[src/pls_pkg.sv]
/*
  Shared constants and types for the pulse-length command and status link.
  Assumes a single 40 MHz clock and a 10 ms internal time base on both ends.
*/
package pls_pkg;
  localparam int unsigned CLK_HZ = 40_000_000;
  localparam int unsigned TICK_MS = 10;
  localparam int unsigned TICK_CYCLES = CLK_HZ / 1000 * TICK_MS;
  localparam int TW = 12;

  // times in milliseconds
  localparam int unsigned STROKE_MS = 2000;
  localparam int unsigned PREFILL_MS = 12000;
  localparam int unsigned ACK_MS = 14000;
  localparam int unsigned TOL_MS = 100;
  localparam int unsigned STUCK_MS = 15000;
  localparam int unsigned READY_MS = 3000;
  localparam int unsigned GAP_MS = 500;
  localparam int unsigned PAUSE_MS = 22000;
  localparam int unsigned SQUARE_HALF_MS = 1000;
  localparam int unsigned RUN_MAX_MS = 17000;
  localparam int unsigned CHECK_MS = 200;
  localparam int unsigned FLASH_HALF_MS = 250;

  function automatic logic [TW-1:0] ms2t(input int unsigned ms);
    return TW'(ms / TICK_MS);
  endfunction

  localparam logic [TW-1:0] STROKE_T = ms2t(STROKE_MS);
  localparam logic [TW-1:0] PREFILL_T = ms2t(PREFILL_MS);
  localparam logic [TW-1:0] ACK_T = ms2t(ACK_MS);
  localparam logic [TW-1:0] TOL_T = ms2t(TOL_MS);
  localparam logic [TW-1:0] STUCK_T = ms2t(STUCK_MS);
  localparam logic [TW-1:0] READY_T = ms2t(READY_MS);
  localparam logic [TW-1:0] GAP_T = ms2t(GAP_MS);
  localparam logic [TW-1:0] PAUSE_T = ms2t(PAUSE_MS);
  localparam logic [TW-1:0] SQUARE_T = ms2t(SQUARE_HALF_MS);
  localparam logic [TW-1:0] RUN_MAX_T = ms2t(RUN_MAX_MS);
  localparam logic [TW-1:0] CHECK_T = ms2t(CHECK_MS);
  localparam logic [TW-1:0] FLASH_T = ms2t(FLASH_HALF_MS);

  localparam int DEB_TICKS = 2;
  localparam logic [5:0] PREFILL_RUNS = 6'h28;
  localparam logic [5:0] BAR_MIN = 6'h01;
  localparam logic [5:0] BAR_MAX = 6'h32;

  typedef enum logic [1:0] {CMD_NONE, CMD_STROKE, CMD_PREFILL, CMD_ACK} pls_cmd_t;

  // controller register map (AXI4-Lite, byte addresses)
  localparam logic [3:0] REG_CMD = 4'h0;
  localparam logic [3:0] REG_STAT = 4'h4;
  localparam int STAT_BUSY = 0;
  localparam int STAT_LEVEL = 1;
  localparam int STAT_READY = 2;
  localparam int STAT_REFUSED = 3;
  localparam logic [1:0] RESP_OKAY = 2'h0;
  localparam logic [1:0] RESP_SLVERR = 2'h2;
endpackage

[src/pls_link_if.sv]
/*
  The two wires between the dispensing unit and its controller.
  Assumes both ends sit on the same aclk; each end still synchronises what it samples.
*/
`timescale 1ns/1ps
interface pls_link_if;
  logic cmd_line;
  logic status_line;
  modport dev (input cmd_line, output status_line);
  modport plc (output cmd_line, input status_line);
endinterface

[src/pls_dev.sv]
/*
  Dispensing unit end: decodes command pulse lengths and drives the status wire.
  Assumes motor, fault sensors and self-check logic are on aclk and give levels or pulses.
*/
`timescale 1ns/1ps
module pls_dev
  import pls_pkg::*;
#(
  parameter int unsigned TICK_DIV = TICK_CYCLES
) (
  // clock and reset
  input wire logic aclk,
  input wire logic aresetn,
  // link
  pls_link_if.dev link,
  // configuration and power
  input wire logic pulse_mode,
  input wire logic power_on,
  input wire logic [31:0] interval_ticks,
  // fault sensors and self-check
  input wire logic cartridge_fault,
  input wire logic overload_fault,
  input wire logic undervoltage_fault,
  input wire logic fatal_fault,
  input wire logic selfcheck_ok,
  // motor
  input wire logic motor_done,
  input wire logic [5:0] pressure_bar,
  output logic motor_start,
  output logic motor_on,
  // indications
  output logic pulse_flash,
  output logic dash_ind,
  output logic green_led,
  output logic red_led,
  output logic [5:0] pressure_disp,
  output logic cleared_ind
);
  typedef enum {ST_OFF, ST_CHECK, ST_IDLE, ST_RUN, ST_GAP, ST_HOLD} pls_dev_st_t;

  pls_dev_st_t state;
  logic [31:0] tick_cnt;
  logic tick;
  logic cmd_lvl;
  logic cmd_prev;
  logic [TW-1:0] hi_len;
  logic [TW-1:0] tcnt;
  logic [TW-1:0] sq_cnt;
  logic sq_wave;
  logic [TW-1:0] fl_cnt;
  logic flash;
  logic [31:0] remaining;
  logic [5:0] runs_left;
  logic ovl_lat;
  logic uv_lat;
  logic ack_pend;
  logic hard_fault;
  logic any_fault;
  pls_cmd_t cmd;

  always_ff @(posedge aclk) begin
    if (!aresetn || tick_cnt == TICK_DIV - 1) begin
      tick_cnt <= 32'h0;
    end else begin
      tick_cnt <= tick_cnt + 32'h1;
    end
  end
  assign tick = (tick_cnt == TICK_DIV - 1);

  pls_in_filter u_filt (
    .aclk(aclk),
    .aresetn(aresetn),
    .tick(tick),
    .pin(link.cmd_line),
    .level(cmd_lvl)
  );

  function automatic logic in_win(input logic [TW-1:0] len, input logic [TW-1:0] nom);
    return (len >= nom - TOL_T) && (len <= nom + TOL_T);
  endfunction

  always_ff @(posedge aclk) begin
    if (!aresetn) begin
      cmd_prev <= 1'b0;
      hi_len <= '0;
    end else begin
      cmd_prev <= cmd_lvl;
      if (!cmd_lvl) begin
        hi_len <= '0;
      end else if (tick && hi_len <= STUCK_T) begin
        hi_len <= hi_len + 1'b1;
      end
    end
  end

  always_comb begin
    cmd = CMD_NONE;
    if (cmd_prev && !cmd_lvl && pulse_mode) begin
      if (in_win(hi_len, STROKE_T)) begin
        cmd = CMD_STROKE;
      end else if (in_win(hi_len, PREFILL_T)) begin
        cmd = CMD_PREFILL;
      end else if (in_win(hi_len, ACK_T)) begin
        cmd = CMD_ACK;
      end
    end
  end

  assign hard_fault = ovl_lat || uv_lat || fatal_fault;
  assign any_fault = hard_fault || cartridge_fault;

  // latched faults; a new fault wins over the acknowledge clear
  always_ff @(posedge aclk) begin
    if (!aresetn || !power_on) begin
      ovl_lat <= 1'b0;
      uv_lat <= 1'b0;
    end else begin
      if (state == ST_CHECK && tcnt == CHECK_T && ack_pend && selfcheck_ok && !fatal_fault) begin
        ovl_lat <= 1'b0;
        uv_lat <= 1'b0;
      end
      if (overload_fault || (state == ST_RUN && tick && tcnt == RUN_MAX_T)) begin
        ovl_lat <= 1'b1;
      end
      if (undervoltage_fault) begin
        uv_lat <= 1'b1;
      end
    end
  end

  always_ff @(posedge aclk) begin
    if (!aresetn) begin
      state <= ST_OFF;
      tcnt <= '0;
      runs_left <= 6'h0;
      ack_pend <= 1'b0;
      motor_start <= 1'b0;
      cleared_ind <= 1'b0;
      remaining <= 32'h0;
    end else begin
      motor_start <= 1'b0;
      cleared_ind <= 1'b0;
      if (tick) begin
        tcnt <= tcnt + 1'b1;
      end
      if (!power_on) begin
        state <= ST_OFF;
        ack_pend <= 1'b0;
      end else begin
        case (state)
          ST_OFF: begin
            state <= ST_CHECK;
            tcnt <= '0;
          end
          ST_CHECK: begin
            if (tcnt == CHECK_T) begin
              cleared_ind <= ack_pend && selfcheck_ok && !fatal_fault;
              ack_pend <= 1'b0;
              state <= ST_IDLE;
            end
          end
          ST_IDLE: begin
            if (!pulse_mode) begin
              if (remaining == 32'h0) begin
                remaining <= interval_ticks;
              end else if (tick && !any_fault) begin
                remaining <= remaining - 32'h1;
                if (remaining == 32'h1) begin
                  state <= ST_RUN;
                  motor_start <= 1'b1;
                  runs_left <= 6'h0;
                  tcnt <= '0;
                end
              end
            end else if (cmd == CMD_ACK) begin
              ack_pend <= 1'b1;
              state <= ST_CHECK;
              tcnt <= '0;
            end else if (cmd != CMD_NONE && !any_fault) begin
              state <= ST_RUN;
              motor_start <= 1'b1;
              tcnt <= '0;
              runs_left <= (cmd == CMD_PREFILL) ? PREFILL_RUNS - 6'h1 : 6'h0;
            end
          end
          ST_RUN: begin
            // wait for motor, 17 s cap
            if (hard_fault) begin
              state <= ST_IDLE;
            end else if (motor_done) begin
              tcnt <= '0;
              remaining <= 32'h0;
              if (runs_left != 6'h0) begin
                state <= ST_GAP;
              end else begin
                state <= pulse_mode ? ST_HOLD : ST_IDLE;
              end
            end
          end
          ST_GAP: begin
            if (tcnt == GAP_T) begin
              state <= ST_RUN;
              motor_start <= 1'b1;
              runs_left <= runs_left - 6'h1;
              tcnt <= '0;
            end
          end
          ST_HOLD: begin
            if (tcnt > READY_T) begin
              state <= ST_IDLE;
            end
          end
          default: begin
            state <= ST_OFF;
          end
        endcase
      end
    end
  end

  // half hertz square wave
  // runs for every fault so the red light blinks; only the cartridge fault puts it on the wire
  always_ff @(posedge aclk) begin
    if (!aresetn || !any_fault) begin
      sq_cnt <= '0;
      sq_wave <= 1'b0;
    end else if (tick) begin
      if (sq_cnt == SQUARE_T - 1'b1) begin
        sq_cnt <= '0;
        sq_wave <= !sq_wave;
      end else begin
        sq_cnt <= sq_cnt + 1'b1;
      end
    end
  end

  always_ff @(posedge aclk) begin
    if (!aresetn || !cmd_lvl) begin
      fl_cnt <= '0;
      flash <= 1'b0;
    end else if (tick) begin
      fl_cnt <= (fl_cnt == FLASH_T) ? '0 : fl_cnt + 1'b1;
      flash <= (fl_cnt == FLASH_T) ? !flash : flash;
    end
  end

  always_ff @(posedge aclk) begin
    if (!aresetn) begin
      link.status_line <= 1'b0;
    end else if (state == ST_OFF || !power_on) begin
      link.status_line <= 1'b0;
    end else if (cartridge_fault) begin
      link.status_line <= sq_wave;
    end else if (hard_fault || state == ST_RUN || state == ST_CHECK) begin
      link.status_line <= 1'b0;
    end else begin
      link.status_line <= 1'b1;
    end
  end

  always_ff @(posedge aclk) begin
    if (!aresetn) begin
      motor_on <= 1'b0;
      green_led <= 1'b0;
      red_led <= 1'b0;
      pulse_flash <= 1'b0;
      dash_ind <= 1'b0;
      pressure_disp <= 6'h0;
    end else begin
      motor_on <= (state == ST_RUN) && power_on;
      green_led <= (state == ST_RUN);
      red_led <= any_fault && power_on && sq_wave;
      pulse_flash <= pulse_mode && cmd_lvl && !flash;
      dash_ind <= pulse_mode && cmd_lvl && (hi_len > STUCK_T);
      if (state == ST_RUN) begin
        pressure_disp <= (pressure_bar < BAR_MIN) ? BAR_MIN : (pressure_bar > BAR_MAX) ? BAR_MAX : pressure_bar;
      end else begin
        pressure_disp <= 6'h0;
      end
    end
  end
endmodule

[src/pls_in_filter.sv]
/*
  Two-flop synchroniser and tick-based debouncer for one link wire.
  Assumes tick is a one-cycle enable from the owner's time base.
*/
`timescale 1ns/1ps
module pls_in_filter
  import pls_pkg::*;
#(
  parameter int DEB = DEB_TICKS
) (
  // clock and reset
  input wire logic aclk,
  input wire logic aresetn,
  // time base
  input wire logic tick,
  // wire in, clean level out
  input wire logic pin,
  output logic level
);
  logic sync1;
  logic sync2;
  logic [3:0] stable;

  always_ff @(posedge aclk) begin
    if (!aresetn) begin
      sync1 <= 1'b0;
      sync2 <= 1'b0;
    end else begin
      sync1 <= pin;
      sync2 <= sync1;
    end
  end

  // same delay on both edges, so the measured length is preserved
  always_ff @(posedge aclk) begin
    if (!aresetn) begin
      level <= 1'b0;
      stable <= 4'h0;
    end else if (sync2 == level) begin
      stable <= 4'h0;
    end else if (tick) begin
      if (stable == 4'(DEB - 1)) begin
        level <= sync2;
        stable <= 4'h0;
      end else begin
        stable <= stable + 4'h1;
      end
    end
  end
endmodule

[src/flat_wrapper.sv]
// flat-port wrapper written by rule: the top's interface ports become plain ports
module pls_dev_flat import pls_pkg::*;
#(
  parameter int unsigned TICK_DIV = TICK_CYCLES
)
  (aclk, aresetn, pulse_mode, power_on, interval_ticks, cartridge_fault, overload_fault, undervoltage_fault, fatal_fault, selfcheck_ok, motor_done, pressure_bar, motor_start, motor_on, pulse_flash, dash_ind, green_led, red_led, pressure_disp, cleared_ind, link_cmd_line, link_status_line);
  pls_link_if link_i ();
  input wire logic aclk;
  input wire logic aresetn;
  input wire logic pulse_mode;
  input wire logic power_on;
  input wire logic [31:0] interval_ticks;
  input wire logic cartridge_fault;
  input wire logic overload_fault;
  input wire logic undervoltage_fault;
  input wire logic fatal_fault;
  input wire logic selfcheck_ok;
  input wire logic motor_done;
  input wire logic [5:0] pressure_bar;
  output logic motor_start;
  output logic motor_on;
  output logic pulse_flash;
  output logic dash_ind;
  output logic green_led;
  output logic red_led;
  output logic [5:0] pressure_disp;
  output logic cleared_ind;
  input wire logic [$bits(link_i.cmd_line)-1:0] link_cmd_line;
  output wire logic [$bits(link_i.status_line)-1:0] link_status_line;
  assign link_i.cmd_line = link_cmd_line;
  assign link_status_line = link_i.status_line;
  pls_dev #(.TICK_DIV(TICK_DIV)) u_core (.aclk(aclk), .aresetn(aresetn), .link(link_i), .pulse_mode(pulse_mode), .power_on(power_on), .interval_ticks(interval_ticks), .cartridge_fault(cartridge_fault), .overload_fault(overload_fault), .undervoltage_fault(undervoltage_fault), .fatal_fault(fatal_fault), .selfcheck_ok(selfcheck_ok), .motor_done(motor_done), .pressure_bar(pressure_bar), .motor_start(motor_start), .motor_on(motor_on), .pulse_flash(pulse_flash), .dash_ind(dash_ind), .green_led(green_led), .red_led(red_led), .pressure_disp(pressure_disp), .cleared_ind(cleared_ind));
endmodule
[config.mk]
export PLATFORM = sky130hd
export DESIGN_NAME = pls_dev_flat
export DESIGN_NICKNAME = d
export VERILOG_FILES = /design/src/pls_pkg.sv /design/src/pls_link_if.sv /design/src/pls_dev.sv /design/src/pls_in_filter.sv /design/src/flat_wrapper.sv
export SDC_FILE = /design/constraint.sdc
export NUM_CORES = 1
export LEC_CHECK = 0
export ABC_AREA = 1
export BUFFER_PORTS_ARGS = -buffer_cell sky130_fd_sc_hd__buf_2
export CAP_MARGIN = 20
export CORE_MARGIN = 4
export CORE_UTILIZATION = 45
export DETAILED_ROUTE_END_ITERATION = 10
export MAX_ROUTING_LAYER = met4
export PLACE_DENSITY = 0.67
export RECOVER_POWER = 50
export SYNTH_ARGS = -nofsm -noshare
export SYNTH_HDL_FRONTEND = slang
export SYNTH_SLANG_ARGS = --single-unit
[constraint.sdc]
create_clock -name aclk -period 1.9 [get_ports aclk]
set_input_delay 0.095 -clock aclk [delete_from_list [all_inputs] [get_ports aclk]]
set_output_delay 0.095 -clock aclk [all_outputs]
set_load 0.02 [all_outputs]
==> results.md <==
- Initial antenna violation count: 1
- Count of cell types in the netlist: 51
- Row count: 50
- Max IR drop VDD: 1.32 mV
- Layout cell share with drive strength beyond 1: 0.401
- Final hold slack: 0.00509 ns
- Pin count of the biggest net entering global routing: 25
- CP arrival: 2.35 ns
- Area occupied by registers: 0.00303 sq mm
- Mapped Nets: 1,350
- Yosys warning count: 0
- RSZ-0062 raised after global routing: yes
- CP max stage cell: dfxtp_4
- 1st-pass router iterations: 5
- Final Util: 0.720
- DRC errors left: 0
- CP max stage delay: 0.36 ns
- Setup violators final: 37
- Number of synthesized flops with an enable pin: 0
- Total die area: 0.0213 sq mm
- Clock sinks: 148
- Dpl hpwl: 17,400 microns
- Routed wire length: 27,700 microns
- Final cycle utilization of the critical path: 1.04
- Max-slew violations: 0
- CP Capture Type: flop
- Io pins: 63
- H-tree Lvls: 4
- Metal3 WL: 1370 microns
- PnR worst setup slack: -0.0839 ns
- Worst slew pin tran: 0.505 ns
- Clk pin slew, worst setup/hold paths: 0.06 ns
- Fmax: 504 MHz
- FF+latch count, synth: 148
- Initial DRC count: 608
- Synth Cell Area: 0.00854 sq mm
- Total of max-cap violations: 0
- Startpoint type of the worst setup path: flop
- Syn_area_per_cell: 6.63 sq um
- Main synth FF type: dfxtp_1
- Top cell by count, worst path: buf_6
- Critical Setup Path Class: reg -> reg
- First-pass GRT wire length: 41,000 microns
- Fillers: 1,321
- Crit path max fanout: 7
- Relative max-transition margin: 0.659
- Routed len/inst: 14.6 microns
- Setup TNS: -0.871 ns
- CP Cell Sequence: ha_4, nand3_4, nor2_4, buf_6, nand2_2, nor2_1, nand2_1, buf_6, buf_12, nor3_4, nand4_1, a21oi_1, nor2b_1
- Status: complete, but fails checks
- Routed metal-1 wirelength: 11,600 microns
- Starting Density: 0.457
- Vias/cell: 5.25
- Worst Path Required: 2.27 ns
- Pwr per Cell Area: 1300 mW/mm^2
- Total Routing Usage GR: 0.235
- Final Wtd Congestion: 0.900
- Post-Syn Instances: 1,288
- Max Buffers Root-to-Sink: 2
- Area delta synth->final: 57.6%
- Grt ovf: 0
- Clock Skews: 0.0117 ns
- Clk root buf: clkbuf_16
- Worst reg2reg path startpoint: u_core.tick_cnt[1]
- Number of global-route vias before repair: 9,117
- Asr flop ratio synth: 0
- Post-synthesis sequential area ratio: 0.347
- Vert. Die Dim: 146 microns
- IO Port Bufs: 62
- Nets@finish: 1,713
- HP Start: interval_ticks[17]
- Metal2 WL: 14,100 microns
- CP delay by family, top: simple AND/OR/NAND/NOR gates
- Core Footprint: 0.0187 sq mm
- Final Hold Violating Endpoints: 0
- Die X-Extent: 146 microns
- Lkg Pwr: 0.00586 uW
- Vias: 9,969
- Cts bufs inserted: 17
- CTS tree: done
- Clk Latency, worst-skew pair: 0.43 ns
- Failing checks: negative setup slack
- Top sig layer: met4
- Hold WC Path Type: in -> reg
- Post-DRT Antenna Nets: 0
- CP startpoint: u_core.tick_cnt[1]
- Final min period: 1.98 ns
- Worst path bufs/invs: 3
- Multi-input logic area: 0.00591 sq mm
-- layout by cell type, fill, tap and decap left out, types with 16 or more instances in the layout --
cell             n
buf_4          235
nand2_1        226
nor2_1         150
inv_1          136
dfxtp_1        105
a21oi_1         72
nand3_1         60
buf_2           48
nor2_4          43
buf_6           39
dfxtp_2         38
nand2_2         37
xor2_1          34
nor2_2          33
nand4_1         32
nor3_1          31
o21ai_0         31
dlygate4sd3_1   23
inv_2           21
clkbuf_16       20
o211ai_1        18
nand3_2         18
clkbuf_1        16
-- where the power goes --
group          switching (uW)  internal (uW)  total (uW)
Clock                    1420           2390        3810
Combinational            5620           4580       10200
Sequential                158           3280        3430
-- sequential cells by signal (all words and copies together) (netlist names), 3 cells and up --
name / cells
u_core.remaining: 32
u_core.tick_cnt: 32
u_core.fl_cnt: 12
u_core.hi_len: 12
u_core.sq_cnt: 12
u_core.tcnt: 12
u_core.pressure_disp: 6
u_core.runs_left: 6
u_core.u_filt.stable: 4
u_core.state: 3
-- cell families after synthesis --
group           synth area share
xor+xnor                  0.0431
flops                      0.347
simple gates               0.381
fa+ha+maj                 0.0190
compound gates             0.121
buf+inv                   0.0888
-- stage by stage --
stage               instance area [sq um]  setup slack, ns  std cells  total power [uW]
finish                              13500          -0.0839       1899             17500
detailed placement                  10700           -0.253       1777             10500
global placement                    10700           -0.171       1777             10500
floorplan                            8540           0.0278       1288              8070
CTS                                 12200          -0.0916       1859             15100
global route                        13500           -0.214       1899             18400
-- routing by layer --
metal / vias up / GRT usage
met4: 0 / 0.0703
met3: 66 / 0.0402
met1: 4667 / 0.284
li1: 4964 / -
met5: - / -
met2: 272 / 0.401
-- worst paths after layout --
check / to / cells after the start / slack, ns
worst max-delay path: u_core.fl_cnt[11] / 13 / -0.08
worst min-delay path: u_core.remaining[17] / 3 / 0.005
worst max register to register: u_core.fl_cnt[11] / 13 / -0.08
worst min register to register: u_core.u_filt.sync2 / 2 / 0.43
-- Yosys cell counts, types with 13 or more instances --
library cell,number,area share
o21ai_0,51,0.030
nor2_1,208,0.091
nand3_1,82,0.048
a21oi_1,85,0.050
nor4_1,13,0.0095
xor2_1,34,0.035
nand4_1,32,0.023
nor3_1,49,0.029
dfxtp_1,148,0.35
nor2_2,13,0.0095
ha_1,13,0.019
inv_1,154,0.068
o211ai_1,18,0.016
nand2_1,266,0.12
-- timing repair --
action                                  CTS  global route
endpoints found under the setup margin   90           107
hold endpoints to repair                 23             0
buffers inserted                         24            42
gates resized for setup                 106           288
pin swaps                                43           129
hold buffers                             23             0
cloned                                    3             3
-- worst reg2reg max path: stages (launching register included) --
cell and delay [ns]:
dfxtp_4 0.36, ha_4 0.15, nand3_4 0.09, nor2_4 0.13, buf_6 0.11, nand2_2 0.04, nor2_1 0.08, nand2_1 0.07
buf_6 0.15, buf_12 0.16, nor3_4 0.18, nand4_1 0.15, a21oi_1 0.14, nor2b_1 0.13
-- final cells by class --
cell class | instances | area share
antenna | 1 | 0.000186
clock buffer | 19 | 0.0329
clock inverter | 13 | 0.0163
inverter | 161 | 0.0466
multi-input combinational | 954 | 0.439
sequential | 148 | 0.225
tap | 234 | 0.0218
timing repair buffer | 369 | 0.218
(Power assumes the default switching activity.)
